$ cat config.mk
export PLATFORM = sky130hd
export DESIGN_NAME = reset_hold_flash_boot_seq
export DESIGN_NICKNAME = d
export VERILOG_FILES = /design/src/dummy_end_marker_not_used.sv /design/src/boot_seq_pkg.sv /design/src/level_sync.sv /design/src/reset_hold_flash_boot_seq.sv
export SDC_FILE = /design/constraint.sdc
export NUM_CORES = 1
export LEC_CHECK = 0
export BUFFER_PORTS_ARGS = -buffer_cell sky130_fd_sc_hd__buf_2
export CAP_MARGIN = 40
export CORE_UTILIZATION = 55
export CTS_CLUSTER_DIAMETER = 30
export DETAILED_ROUTE_END_ITERATION = 8
export GPL_ROUTABILITY_DRIVEN = 0
export HOLD_SLACK_MARGIN = 0.06
export PLACE_DENSITY = 0.76
export SYNTH_ARGS = -nofsm -noshare
export SYNTH_HDL_FRONTEND = slang
export SYNTH_HIERARCHICAL = 1
export SYNTH_SLANG_ARGS = --single-unit
$ cat constraint.sdc
create_clock -name clock_i -period 2 [get_ports clock_i]
set_input_delay 0.3 -clock clock_i [delete_from_list [all_inputs] [get_ports clock_i]]
set_output_delay 0.3 -clock clock_i [all_outputs]
set_load 0.05 [all_outputs]
$ cat src/dummy_end_marker_not_used.sv
// Spare source slot of the boot sequencer; it holds no logic.
// Assumes nothing of its surroundings.

$ cat src/boot_seq_pkg.sv
// Shared constants and pin carrier for the reset / flash boot sequencer.
// Assumes a 200 MHz core clock and an external SPI serial flash in mode 0.
package boot_seq_pkg;

    // =========================================================
    // Clock and serial clock timing
    // =========================================================
    localparam int CLOCK_MHZ = 200;             // Core clock rate
    localparam int FLASH_SCLK_MAX_MHZ = 25;     // Chosen flash clock, below the flash limit
    // Half period of the flash clock in core cycles, rounded up
    localparam int SCLK_HALF = (CLOCK_MHZ + 2 * FLASH_SCLK_MAX_MHZ - 1) / (2 * FLASH_SCLK_MAX_MHZ);
    localparam int DIV_W = 4;                   // Divider counter width

    // =========================================================
    // Boot read frame
    // =========================================================
    localparam logic [7:0] FLASH_CMD_READ = 8'h03;      // Plain read opcode
    localparam logic [23:0] FLASH_BOOT_ADDR = 24'h000000; // Boot record address
    localparam int HDR_BITS = 32;               // Opcode plus address
    localparam int DATA_BITS = 8;               // One configuration byte
    localparam int FRAME_BITS = HDR_BITS + DATA_BITS;
    localparam int CNT_W = 6;                   // Holds FRAME_BITS
    localparam logic [CNT_W-1:0] LAST_BIT = 6'h27; // FRAME_BITS - 1

    // =========================================================
    // Configuration byte layout
    // =========================================================
    localparam int CFG_SEL0_POS = 0;            // Light select 0 bit
    localparam int CFG_SEL1_POS = 1;            // Light select 1 bit
    localparam logic [7:0] CFG_BLANK = 8'hff;   // Erased flash reads as all ones

    // =========================================================
    // Output pin group, one enable per field
    // =========================================================
    localparam int PIN_COUNT = 7;
    typedef struct packed {
        logic mirror_supply_enable;
        logic light_driver_on;
        logic light_select_0;
        logic light_select_1;
        logic flash_sclk;
        logic flash_mosi;
        logic flash_cs_n;
    } pin_out_t;

    // Sequencer states, Gray coded along wait-shift-done-run
    typedef enum logic [1:0] {
        ST_WAIT = 2'b00,
        ST_SHIFT = 2'b01,
        ST_DONE = 2'b11,
        ST_RUN = 2'b10
    } seq_state_t;

endpackage

$ cat src/level_sync.sv
// Two flip-flop level synchroniser for pin inputs.
// Assumes inputs are slow levels; a pulse shorter than one cycle can be missed.
`timescale 1ns/1ps

module level_sync #(
    parameter int WIDTH = 2
) (
    input wire logic clock_i,
    input wire logic rst_i,
    input wire logic [WIDTH-1:0] async_i,
    output logic [WIDTH-1:0] sync_o
);

    // =========================================================
    // Synchroniser stages
    // =========================================================
    logic [WIDTH-1:0] meta_ff; // First stage, read only by the second

    // Two stages per bit; reset parks every line low
    always_ff @(posedge clock_i)
    begin
        if (rst_i)
        begin
            meta_ff <= '0;
            sync_o <= '0;
        end
        else
        begin
            meta_ff <= async_i;
            sync_o <= meta_ff;
        end
    end

endmodule // level_sync

$ cat src/reset_hold_flash_boot_seq.sv
// Power-on reset and mirror-hold sequencer with a boot read from serial flash.
// Assumes pin inputs are asynchronous and the testbench resolves enabled pins.
`timescale 1ns/1ps

module reset_hold_flash_boot_seq
    import boot_seq_pkg::*;
(
    input wire logic clock_i,
    input wire logic rst_i,
    input wire logic power_on_reset_n_i, // Reset pin, low holds device in reset
    input wire logic mirror_hold_n_i,    // Active-low park request pin
    input wire logic flash_miso_i,       // Serial data from flash
    output pin_out_t pins_o,             // Driven pin levels
    output logic [PIN_COUNT-1:0] pins_oe_o, // High while a pin is driven
    output logic init_done_o,            // One-cycle pulse at end of boot
    output logic init_error_o            // Level, boot record blank
);

    // =========================================================
    // Input synchronisation
    // =========================================================
    logic [2:0] sync_out;   // Synchronised pin levels
    logic por_s;            // Reset pin released
    logic park_n_s;         // Mirror-hold high, normal running
    logic miso_s;           // Flash data in core domain
    logic por_q_ff;         // Delayed copy for edge detect
    logic por_rise;         // Release seen this cycle

    // Every asynchronous pin goes through two flops before use
    level_sync #(.WIDTH(3)) u_sync (
        .clock_i(clock_i),
        .rst_i(rst_i),
        .async_i({power_on_reset_n_i, mirror_hold_n_i, flash_miso_i}),
        .sync_o(sync_out)
    );
    assign por_s = sync_out[2];
    assign park_n_s = sync_out[1];
    assign miso_s = sync_out[0];

    // Edge detector reads only the second stage
    always_ff @(posedge clock_i)
    begin
        if (rst_i)
            por_q_ff <= 1'b0;
        else
            por_q_ff <= por_s;
    end
    assign por_rise = por_s & ~por_q_ff;

    // =========================================================
    // Sequencer
    // =========================================================
    seq_state_t state_ff;        // Boot state
    logic [DIV_W-1:0] div_ff;    // Half-period counter
    logic tick;                  // Half period elapsed
    logic sclk_rise;             // Serial clock about to rise
    logic sclk_fall;             // Serial clock about to fall
    logic last_fall;             // Final bit of frame done
    logic [CNT_W-1:0] bit_cnt_ff; // Bits completed
    logic sclk_ff;               // Serial clock level
    logic cs_n_ff;               // Chip select level
    logic [FRAME_BITS-1:0] tx_ff; // Outgoing frame, MSB first
    logic [DATA_BITS-1:0] rx_ff; // Incoming bits
    logic [DATA_BITS-1:0] cfg_ff; // Captured configuration byte

    assign tick = (state_ff == ST_SHIFT) && (div_ff == DIV_W'(SCLK_HALF - 1));
    assign sclk_rise = tick & ~sclk_ff;
    assign sclk_fall = tick & sclk_ff;
    assign last_fall = sclk_fall && (bit_cnt_ff == LAST_BIT);

    // State walk; a low reset pin always returns to wait
    always_ff @(posedge clock_i)
    begin
        if (rst_i || !por_s)
            state_ff <= ST_WAIT;
        else
        begin
            unique case (state_ff)
                ST_WAIT:
                begin
                    if (por_rise)
                        state_ff <= ST_SHIFT;
                end
                ST_SHIFT:
                begin
                    if (last_fall)
                        state_ff <= ST_DONE;
                end
                ST_DONE: state_ff <= ST_RUN;
                ST_RUN: state_ff <= ST_RUN; // Boot runs once per release
            endcase
        end
    end

    // Divider runs only inside the frame
    always_ff @(posedge clock_i)
    begin
        if (rst_i || state_ff != ST_SHIFT || tick)
            div_ff <= '0;
        else
            div_ff <= div_ff + 1'b1;
    end

    // Serial clock idles low, mode 0
    always_ff @(posedge clock_i)
    begin
        if (rst_i || state_ff != ST_SHIFT)
            sclk_ff <= 1'b0;
        else if (tick)
            sclk_ff <= ~sclk_ff;
    end

    // Bit counter advances on each falling serial clock
    always_ff @(posedge clock_i)
    begin
        if (rst_i || state_ff != ST_SHIFT)
            bit_cnt_ff <= '0;
        else if (sclk_fall)
            bit_cnt_ff <= bit_cnt_ff + 1'b1;
    end

    // Chip select framed by release and last bit
    always_ff @(posedge clock_i)
    begin
        if (rst_i || !por_s)
            cs_n_ff <= 1'b1;
        else if (state_ff == ST_WAIT && por_rise)
            cs_n_ff <= 1'b0;
        else if (last_fall)
            cs_n_ff <= 1'b1;
    end

    // Transmit shifter; data bits shift out as zeros
    always_ff @(posedge clock_i)
    begin
        if (rst_i)
            tx_ff <= '0;
        else if (state_ff == ST_WAIT && por_rise)
            tx_ff <= {FLASH_CMD_READ, FLASH_BOOT_ADDR, DATA_BITS'(0)};
        else if (sclk_fall)
            tx_ff <= {tx_ff[FRAME_BITS-2:0], 1'b0};
    end

    // Receive on rising serial clock; two-cycle sync lag caps the clock rate
    always_ff @(posedge clock_i)
    begin
        if (rst_i)
            rx_ff <= '0;
        else if (sclk_rise)
            rx_ff <= {rx_ff[DATA_BITS-2:0], miso_s};
    end

    // =========================================================
    // Completion and status
    // =========================================================
    logic done_ff;   // Init-done pulse
    logic error_ff;  // Blank boot record

    // Configuration capture at end of frame
    always_ff @(posedge clock_i)
    begin
        if (rst_i)
            cfg_ff <= '0;
        else if (state_ff == ST_DONE)
            cfg_ff <= rx_ff;
    end

    // Pulse lasts the single done cycle
    always_ff @(posedge clock_i)
    begin
        if (rst_i)
            done_ff <= 1'b0;
        else
            done_ff <= (state_ff == ST_DONE);
    end

    // Error held until the next boot
    always_ff @(posedge clock_i)
    begin
        if (rst_i || state_ff == ST_WAIT)
            error_ff <= 1'b0;
        else if (state_ff == ST_DONE)
            error_ff <= (rx_ff == CFG_BLANK);
    end

    // =========================================================
    // Pin drivers
    // =========================================================
    logic mirror_en_ff;   // Mirror supply enable
    logic driver_on_ff;   // Light driver enable
    logic [1:0] sel_ff;   // Light selects
    logic oe_ff;          // Common enable for the seven pins

    // Parking drops the light and the mirror supply at once
    always_ff @(posedge clock_i)
    begin
        if (rst_i || !por_s || !park_n_s)
        begin
            mirror_en_ff <= 1'b0;
            driver_on_ff <= 1'b0;
            sel_ff <= 2'b00;
        end
        else
        begin
            mirror_en_ff <= 1'b1;
            driver_on_ff <= (state_ff == ST_RUN) && !error_ff;
            sel_ff <= {cfg_ff[CFG_SEL1_POS], cfg_ff[CFG_SEL0_POS]};
        end
    end

    // Pins float while the reset pin is low; external pulls hold them
    always_ff @(posedge clock_i)
    begin
        if (rst_i || !por_s)
            oe_ff <= 1'b0;
        else
            oe_ff <= 1'b1;
    end

    assign pins_o = '{mirror_supply_enable: mirror_en_ff, light_driver_on: driver_on_ff,
                      light_select_0: sel_ff[0], light_select_1: sel_ff[1],
                      flash_sclk: sclk_ff, flash_mosi: tx_ff[FRAME_BITS-1],
                      flash_cs_n: cs_n_ff};
    assign pins_oe_o = {PIN_COUNT{oe_ff}};
    assign init_done_o = done_ff;
    assign init_error_o = error_ff;
endmodule // reset_hold_flash_boot_seq

==> results of run 1 <==
## path summary, 6_finish.rpt
path | startpoint | to | slack [ns]
setup / recovery | div_ff[0] | bit_cnt_ff[0] | 0.17
hold / removal | power_on_reset_n_i | u_sync/meta_ff[2] | 0.15
setup reg to reg | div_ff[0] | bit_cnt_ff[0] | 0.17
hold reg to reg | u_sync/meta_ff[2] | u_sync/sync_o[2] | 0.45
## cell usage after synthesis (3+ instances only)
cell type                   n
sky130_fd_sc_hd__and3_1     3
sky130_fd_sc_hd__a21oi_1   23
sky130_fd_sc_hd__buf_4     12
sky130_fd_sc_hd__nand2_1   10
sky130_fd_sc_hd__nand4_1    4
sky130_fd_sc_hd__nand3_1   22
sky130_fd_sc_hd__dfxtp_1   46
sky130_fd_sc_hd__nor2_1     6
sky130_fd_sc_hd__buf_1      3
sky130_fd_sc_hd__o21ai_0   21
sky130_fd_sc_hd__or3_1      3
sky130_fd_sc_hd__o31ai_1    3
sky130_fd_sc_hd__nor2b_1    8
sky130_fd_sc_hd__clkbuf_1   9
## kinds of logic (layout without fill, tap and decap cells)
family	count (synthesis)	in the layout	synth area share [%]
AO/OA/AOI/OAI	48	48	13.77
multiplexers	2	2	1.176
flip-flops	46	46	50.93
XOR/XNOR	3	3	1.454
AND/OR/NAND/NOR	73	73	23.32
adder cells (fa/ha/maj)	2	2	1.384
buffers and inverters	26	35	7.958
## per-layer routing
layer	global-route usage (%)	wire [um]
met5	0	0
met4	12.24	57
met3	5.459	189
met2	33.07	1670
met1	27.27	1483
## layout make-up
cell class              instances  area [um2]
repair buffers                 26       145.1
fillers                       266        1126
flip-flops and latches         46       920.9
inverters                       1       3.754
well taps                      44       55.05
multi-input cells             128       748.2
clock buffers                   8       78.83
## sequential cells by signal, indices dropped and copies added (netlist names)
register,flops
bit_cnt_ff,6
cfg_ff,2
cs_n_ff,1
div_ff,4
driver_on_ff,1
init_done_o,1
init_error_o,1
mirror_en_ff,1
oe_ff,1
por_q_ff,1
rx_ff,8
sclk_ff,1
sel_ff,2
state_ff,2
tx_ff,8
u_sync/meta_ff,3
u_sync/sync_o,3
## critical path: stages (launching register included)
cell                      delay (ns)
sky130_fd_sc_hd__dfxtp_1        0.40
sky130_fd_sc_hd__ha_1           0.21
sky130_fd_sc_hd__or3b_1         0.43
sky130_fd_sc_hd__buf_4          0.23
sky130_fd_sc_hd__or3_1          0.36
sky130_fd_sc_hd__a21oi_1        0.14
## report_power, final
part	internal, W	switching (W)
registers	0.000926	0.00000538
logic	0.0000156	0.0000361
clock network	0.000241	0.000283
total	0.00118	0.000324
## metrics by stage
step	power (W)	std cells	instance area [um2]	hold slack, ns
after CTS	0.001519	253	1952	0.1361
after detailed placement	0.001004	245	1873	0.4289
final	0.001507	253	1952	0.1500
after global routing	0.001569	253	1952	0.1569
after global placement	0.001002	245	1873	0.4199
after floorplan	0.0009950	200	1808	0.3716
==> metrics, run 1 <==
pin count of the biggest net entering global routing 26; final count of pins violating max slew 0; post-synthesis to final-layout area growth 7.958%; final net count 215; boundary pin count 21; placement row count 20; Clock Pin Slew Worst Setup and Hold Paths 0.13 ns; remaining design rule violation count 0; cell area after synthesis 0.001808 mm2; buffers added on ports 20; final WL about 3.4 mm; setup_tns 0 ns; most common cell after layout, fill and taps aside sky130_fd_sc_hd__dfxtp_1; dominant cells by area after synthesis sky130_fd_sc_hd__dfxtp_1 51%, sky130_fd_sc_hd__a21oi_1 6.4%, sky130_fd_sc_hd__nand3_1 6.1%; ys flop type sky130_fd_sc_hd__dfxtp_1; final number of hold-violating endpoints 0; initial antenna violation count 0; min-delay worst type input port to flop; clock buffer count from CTS 5; most used cells in the layout excluding fill and tap cells 46 x sky130_fd_sc_hd__dfxtp_1, 23 x sky130_fd_sc_hd__a21oi_1, 22 x sky130_fd_sc_hd__nand3_1; routed vias/inst roughly 5.6; maximum clock insertion buffer count 2; gr ovfl total 0; clock root buffer sky130_fd_sc_hd__clkbuf_4; height of the die about 60 um; final worst path period share between 90% and 100%; outcome finished, final reports clean; share of async-settable or async-resettable flops after synthesis 0%; synth warn 6; detailed placement HPWL 2.310 mm; proportion of layout cells with a drive suffix above 1 about a fifth; number of flops mapped to enable cells by yosys 0; largest clock skew in the final design roughly 0.01 ns; total routing resource utilization after global routing a little over a fifth; Worst Setup Start Kind flop; clock network latency to the later pin of the worst-skew pair 0.36 ns; upper clock frequency limit roughly 550 MHz; remaining max-slew budget at the tightest pin about 66%; final core area utilization a little under two thirds; die area around 0.0035 mm2; Synth top area share around 50%; hold buffer count at cts 0; Crit Path Category flop to flop; flip-flop and latch count after synthesis 46; TritonCTS sink count 46; DIE WIDTH 59.34 um; actual transition at the worst max-transition pin approximately 0.51 ns; # setup viols final 0; H-tree depth 2; final worst-path setup slack 0.1661 ns; antenna diode instance count 0; largest driver fanout on the critical path 21; unrepaired setup endpoints after global routing no; Critical Path AT 2.13 ns; depth of the worst register-to-register path 5; number of nets with antenna violations after detailed routing 0; vias after detailed routing between 1,000 and 1,500; maximum capacitance violations 0; sequential-to-total area share from yosys stat about half; CP endpoint kind flop; Distinct cells, synth 35; power per unit of standard cell area 772.0 mW/mm2; Synthesized Nets approximately 210; standard cell core area between 0.003 and 0.004 mm2; Hold Path Depth 2; data required time at the worst endpoint ~2.3 ns; via count of the first global-routing pass around 1,200; starting density of the core a little under 60%; Synth area leader sky130_fd_sc_hd__dfxtp_1; leakage component of the power about 0.73 nW; cts repair resizes 0; TritonCTS clock tree yes; number of iterations in the first detailed-routing pass 4; Syn Area/Cell roughly 9.0 um2; maximum vdd ir drop approximately 0.00054 V; initial DRC count 65; routed length per placed instance roughly 13 um; clock period minus worst slack roughly 1.8 ns; number of cells produced by synthesis 200; pre-CTS WS around 0.20 ns; global-route wire length before repair about 5.5 mm; number of setup buffers added after CTS 0
Power figures use the tool's default switching activity.
==> run 2: changes to the inputs <==
Settings changed: PLACE_DENSITY 0.76 to 0.73.
==> run 2 against run 1 <==
Global-route usage shrank 2.1 points. Critical path type unchanged. Setup slack gained 0.039 ns. Utilization shrank 0.24 points. Sequential share of layout area grew 0.18 points. Total power shrank 3.6%. Via count is essentially flat. Maximum frequency grew 2.2%. Largest cell class unchanged. Combinational power grew 2%.
==> metrics, run 2 (synthesized netlist as in run 1, its figures left out) <==
cts repair resizes 0; actual transition at the worst max-transition pin 0.4967 ns; die area between 0.003 and 0.004 mm2; largest registers rx_ff x8, tx_ff x8, bit_cnt_ff x6; standard cell core area 0.003078 mm2; placement row count 20; final WL 3.083 mm; worst-case hold slack around 0.14 ns; number of setup buffers added after CTS 0; leakage component of the power 0.7247 nW; Crit Path Category flop to flop; initial DRC count 58; flop-to-flop setup slack about 0.21 ns; final count of pins violating max slew 0; H-tree depth 2; TritonCTS sink count 46; combinational share of power under 10%; Hold Path Depth 2; total routing resource utilization after global routing about a fifth; most common cell after layout, fill and taps aside sky130_fd_sc_hd__dfxtp_1; Critical Path Source div_ff[0]; clock buffer count from CTS 5; min-delay worst type input port to flop; Worst Setup Start Kind flop; setup_tns 0 ns; maximum vdd ir drop ~0.00042 V; CP endpoint kind flop; final net count roughly 220; detailed placement HPWL 2.146 mm; Int Power between 0.001 and 0.0015 W; Critical Path AT approximately 2.1 ns; outcome finished, final reports clean; buffers added on ports 20; Reg-to-Reg Start div_ff[0]; final number of hold-violating endpoints 0; proportion of power drawn by flip-flops and latches 64.1%; clock network latency to the later pin of the worst-skew pair approximately 0.36 ns; power per unit of standard cell area around 750 mW/mm2; upper clock frequency limit between 500 and 600 MHz; pin count of the biggest net entering global routing 21; end of the worst hold path u_sync/meta_ff[1]; proportion of layout cells with a drive suffix above 1 between 15 and 20%; final worst path period share 89.72%; clock period minus worst slack around 1.8 ns; number of filler instances in the final layout between 200 and 300; pre-CTS WS 0.2468 ns; post-synthesis to final-layout area growth 7.543%; boundary pin count 21; depth of the worst register-to-register path 4; switching power share of the total a little under a quarter; hold buffer count at cts 0; height of the die between 50 and 60 um; routed length per placed instance about 12 um; share of total power in the clock network between 30% and 40%; power dissipated by switching net loads about 0.00033 W; via count of the first global-routing pass between 1,000 and 1,500; remaining max-slew budget at the tightest pin roughly two thirds; min-delay src mirror_hold_n_i; vias after detailed routing between 1,000 and 1,500; maximum clock insertion buffer count 2; maximum capacitance violations 0; initial antenna violation count 0; final worst-path setup slack 0.2055 ns; clock root buffer sky130_fd_sc_hd__clkbuf_4; most used cells in the layout excluding fill and tap cells 46 x sky130_fd_sc_hd__dfxtp_1, 23 x sky130_fd_sc_hd__a21oi_1, 22 x sky130_fd_sc_hd__nand3_1; remaining design rule violation count 0; Power, Total about 0.0015 W; starting density of the core between 50% and 60%; Clock Pin Slew Worst Setup and Hold Paths around 0.13 ns; unrepaired setup endpoints after global routing no; DIE WIDTH 59.34 um; number of nets with antenna violations after detailed routing 0; global-route wire length before repair roughly 5.1 mm; # setup viols final 0; number of iterations in the first detailed-routing pass 4; antenna diode instance count 0; data required time at the worst endpoint 2.29 ns; capturing point of the worst reg2reg path bit_cnt_ff[3]; routed vias/inst approximately 5.5; TritonCTS clock tree yes; gr ovfl total 0; largest driver fanout on the critical path 8; largest clock skew in the final design about 0.0094 ns; final core area utilization 63.17%
[run 2: changes by cell type in the layout (fill, tap and decap cells not counted), sizes merged]
cell and delta:
buf +1, clkbuf -1, inv +1
[run 2: critical path, cell delays in order (launching register included)]
cell                      delay, ns
sky130_fd_sc_hd__dfxtp_1       0.37
sky130_fd_sc_hd__ha_1          0.20
sky130_fd_sc_hd__or3b_1        0.46
sky130_fd_sc_hd__or4_1         0.55
sky130_fd_sc_hd__a21oi_1       0.15
[run 2: how the worst max path moves through the flow]
stage | end | cells after the start | slack, ns
finish | bit_cnt_ff[3] | 4 | 0.21
global route | bit_cnt_ff[3] | 4 | 0.09
CTS | bit_cnt_ff[3] | 4 | 0.20
detailed placement | bit_cnt_ff[3] | 4 | 0.25
global placement | bit_cnt_ff[4] | 4 | 0.32
floorplan | bit_cnt_ff[3] | 5 | 0.33
[run 2: power groups by stage]
stage	Clock, W	Sequential [W]	Combinational [W]
after detailed placement	0	0.000952	0.0000535
after floorplan	0	0.000951	0.0000444
final	0.000469	0.000931	0.0000529
after CTS	0.000480	0.000932	0.0000535
after global routing	0.000511	0.000934	0.0000576
after global placement	0	0.000952	0.0000522
[run 2: stage by stage]
stage	cell area [um2]	cells
2_1_floorplan	1808	200
3_3_place_gp	1881	246
3_5_place_dp	1881	246
4_1_cts	1944	254
5_1_grt	1944	254
6_report	1944	254
[run 2: area by class of cell]
class                   instances  area [um2]  area share [%]
flip-flops and latches         46       920.9           47.36
clock buffers                   7       55.05           2.831
well taps                      44       55.05           2.831
clock inverters                 1       8.758          0.4505
inverters                       1       3.754          0.1931
multi-input cells             128       748.2           38.48
repair buffers                 27       152.6           7.851
[run 2: layer usage]
| layer | GRT usage, % | vias up | wire (um) |
|---|---|---|---|
| met5 | 0 | - | 0 |
| met4 | 9.184 | 0 | 53 |
| met3 | 6.114 | 8 | 151 |
| met2 | 29.86 | 33 | 1465 |
| met1 | 24.65 | 652 | 1413 |
| li1 | - | 714 | - |
==> run 3: changes to the inputs <==
Settings changed: REMOVE_ABC_BUFFERS set to 1.
==> run 3 against run 2 <==
Flip-flop and latch count unchanged. Total power down 2.0%. Cell count did not move. Die area is the same. Critical path depth increased by 1. Clock skew down 0.0028 ns. Largest power group unchanged. Register-to-register slack lost 0.04 ns.
==> metrics, run 3 (synthesized netlist as in run 1, its figures left out) <==
worst-case hold slack about 0.15 ns; standard cell core area 0.003078 mm2; DIE WIDTH roughly 59 um; upper clock frequency limit between 500 and 600 MHz; initial DRC count 37; die area about 0.0035 mm2; routed vias/inst 5.567; CP endpoint kind flop; final worst-path setup slack between 0.15 and 0.2 ns; final WL 3.178 mm; global-route wire length before repair 5.444 mm; maximum capacitance violations 0; critical path buffer and inverter count 1; remaining max-slew budget at the tightest pin roughly 69%; setup_tns 0 ns; placement row count 20; power per unit of standard cell area ~730 mW/mm2; proportion of layout cells with a drive suffix above 1 between 10% and 20%; H-tree depth 2; Placed Instance Area 0.001881 mm2; most common cell after layout, fill and taps aside sky130_fd_sc_hd__dfxtp_1; post-synthesis to final-layout area growth 7.474%; met2 capacity usage during global routing around 34%; final number of hold-violating endpoints 0; buffers added on ports 20; actual transition at the worst max-transition pin about 0.46 ns; # setup viols final 0; number of filler instances in the final layout between 200 and 300; gr ovfl total 0; maximum vdd ir drop 0.0003911 V; routed length per placed instance roughly 13 um; number of nets with antenna violations after detailed routing 0; Worst Setup Start Kind flop; TritonCTS clock tree yes; Power, Total roughly 0.0014 W; clock root buffer sky130_fd_sc_hd__clkbuf_4; min-delay worst type input port to flop; unrepaired setup endpoints after global routing no; most used cells in the layout excluding fill and tap cells 46 x sky130_fd_sc_hd__dfxtp_1, 23 x sky130_fd_sc_hd__a21oi_1, 22 x sky130_fd_sc_hd__nand3_1; final worst path period share between 90% and 100%; maximum clock insertion buffer count 2; outcome finished, final reports clean; met3 Usage GRT under 10%; pin count of the biggest net entering global routing 16; boundary pin count 21; clock period minus worst slack 1.836 ns; data required time at the worst endpoint ~2.3 ns; final count of pins violating max slew 0; initial antenna violation count 0; clock buffer count from CTS 5; vias after detailed routing around 1,400; busiest metal layer after global routing met2; starting density of the core 58.74%; post-route cell area between 0.0015 and 0.002 mm2; via count of the first global-routing pass ~1,200; number of iterations in the first detailed-routing pass 4; total routing resource utilization after global routing between 20% and 30%; crit-path leading delay family simple AND/OR/NAND/NOR gates; pre-CTS WS around 0.13 ns; Critical Path AT between 2 and 2.5 ns; clock network latency to the later pin of the worst-skew pair between 0.3 and 0.4 ns; antenna diode instance count 0; height of the die just under 60 um; Clock Pin Slew Worst Setup and Hold Paths 0.12 ns; leakage component of the power about 0.73 nW; remaining design rule violation count 0; Crit Path Category flop to flop; final net count ~220; detailed placement HPWL around 2.3 mm; maximum cell stage delay along the critical path 0.45 ns; largest clock skew in the final design around 0.0066 ns; TritonCTS sink count 46; cell breakdown of the critical path ha_1 > or3b_4 > buf_4 > or3_1 > a21oi_1; met1 routing resource usage after global routing between 20% and 30%; largest driver fanout on the critical path 15; largest registers rx_ff x8, tx_ff x8, bit_cnt_ff x6; critical-path cell with the highest stage delay sky130_fd_sc_hd__or3b_4
run 3: cell types whose count changed in the layout (fill, tap and decap cells not counted), sizes merged:
cell    previous run  this run
inv                2         1
clkinv             0         1
run 3: power breakdown:
part / switching (W) / total, W / leakage (nW) / internal [W]
Sequential: 0.00000661 / 0.000933 / 0.372 / 0.000926
Combinational: 0.0000351 / 0.0000513 / 0.320 / 0.0000162
Clock: 0.000269 / 0.000440 / 0.0353 / 0.000171
run 3: path summary, 6_finish.rpt:
check | slack [ns] | from | cells after the start | end
max | 0.16 | div_ff[0] | 5 | bit_cnt_ff[2]
min reg2reg | 0.45 | init_error_o | 1 | driver_on_ff
max reg2reg | 0.16 | div_ff[0] | 5 | bit_cnt_ff[2]
min | 0.15 | flash_miso_i | 2 | u_sync/meta_ff[0]
run 3: per-layer routing:
metal  vias up  wire length (um)
met5         -                 0
met4         0                56
met3         6               125
met2        29              1519
met1       670              1477
li1        709                 -
run 3: worst register-to-register path: cells and delay by family (launching register included):
kind	cells	cell delay (ns)
AOI/OAI and AO/OA	1	0.17
adders and majority gates	1	0.21
buffers and inverters	1	0.20
DFF	1	0.38
and+or+nand+nor	2	0.80
run 3: final cells by class:
cell class / instances / area, um2 / area share, %
inverters: 1 / 3.754 / 0.1932
well taps: 44 / 55.05 / 2.833
repair buffers: 27 / 152.6 / 7.856
multi-input cells: 128 / 750.7 / 38.63
clock inverters: 1 / 5.005 / 0.2576
flip-flops and latches: 46 / 920.9 / 47.39
clock buffers: 7 / 55.05 / 2.833
run 3: per-stage QoR:
| step | instances | util (%) |
|---|---|---|
| global placement | 246 | 61.10 |
| detailed placement | 246 | 61.10 |
| global route | 254 | 63.13 |
| finish | 254 | 63.13 |
| floorplan | 175 | - |
| CTS | 254 | 63.05 |
run 3: repair_timing:
item / in CTS / in global routing
endpoints found under the setup margin: 0 / 2
buffers inserted: 0 / 0
gates resized for setup: 0 / 1
hold buffers: 0 / 0
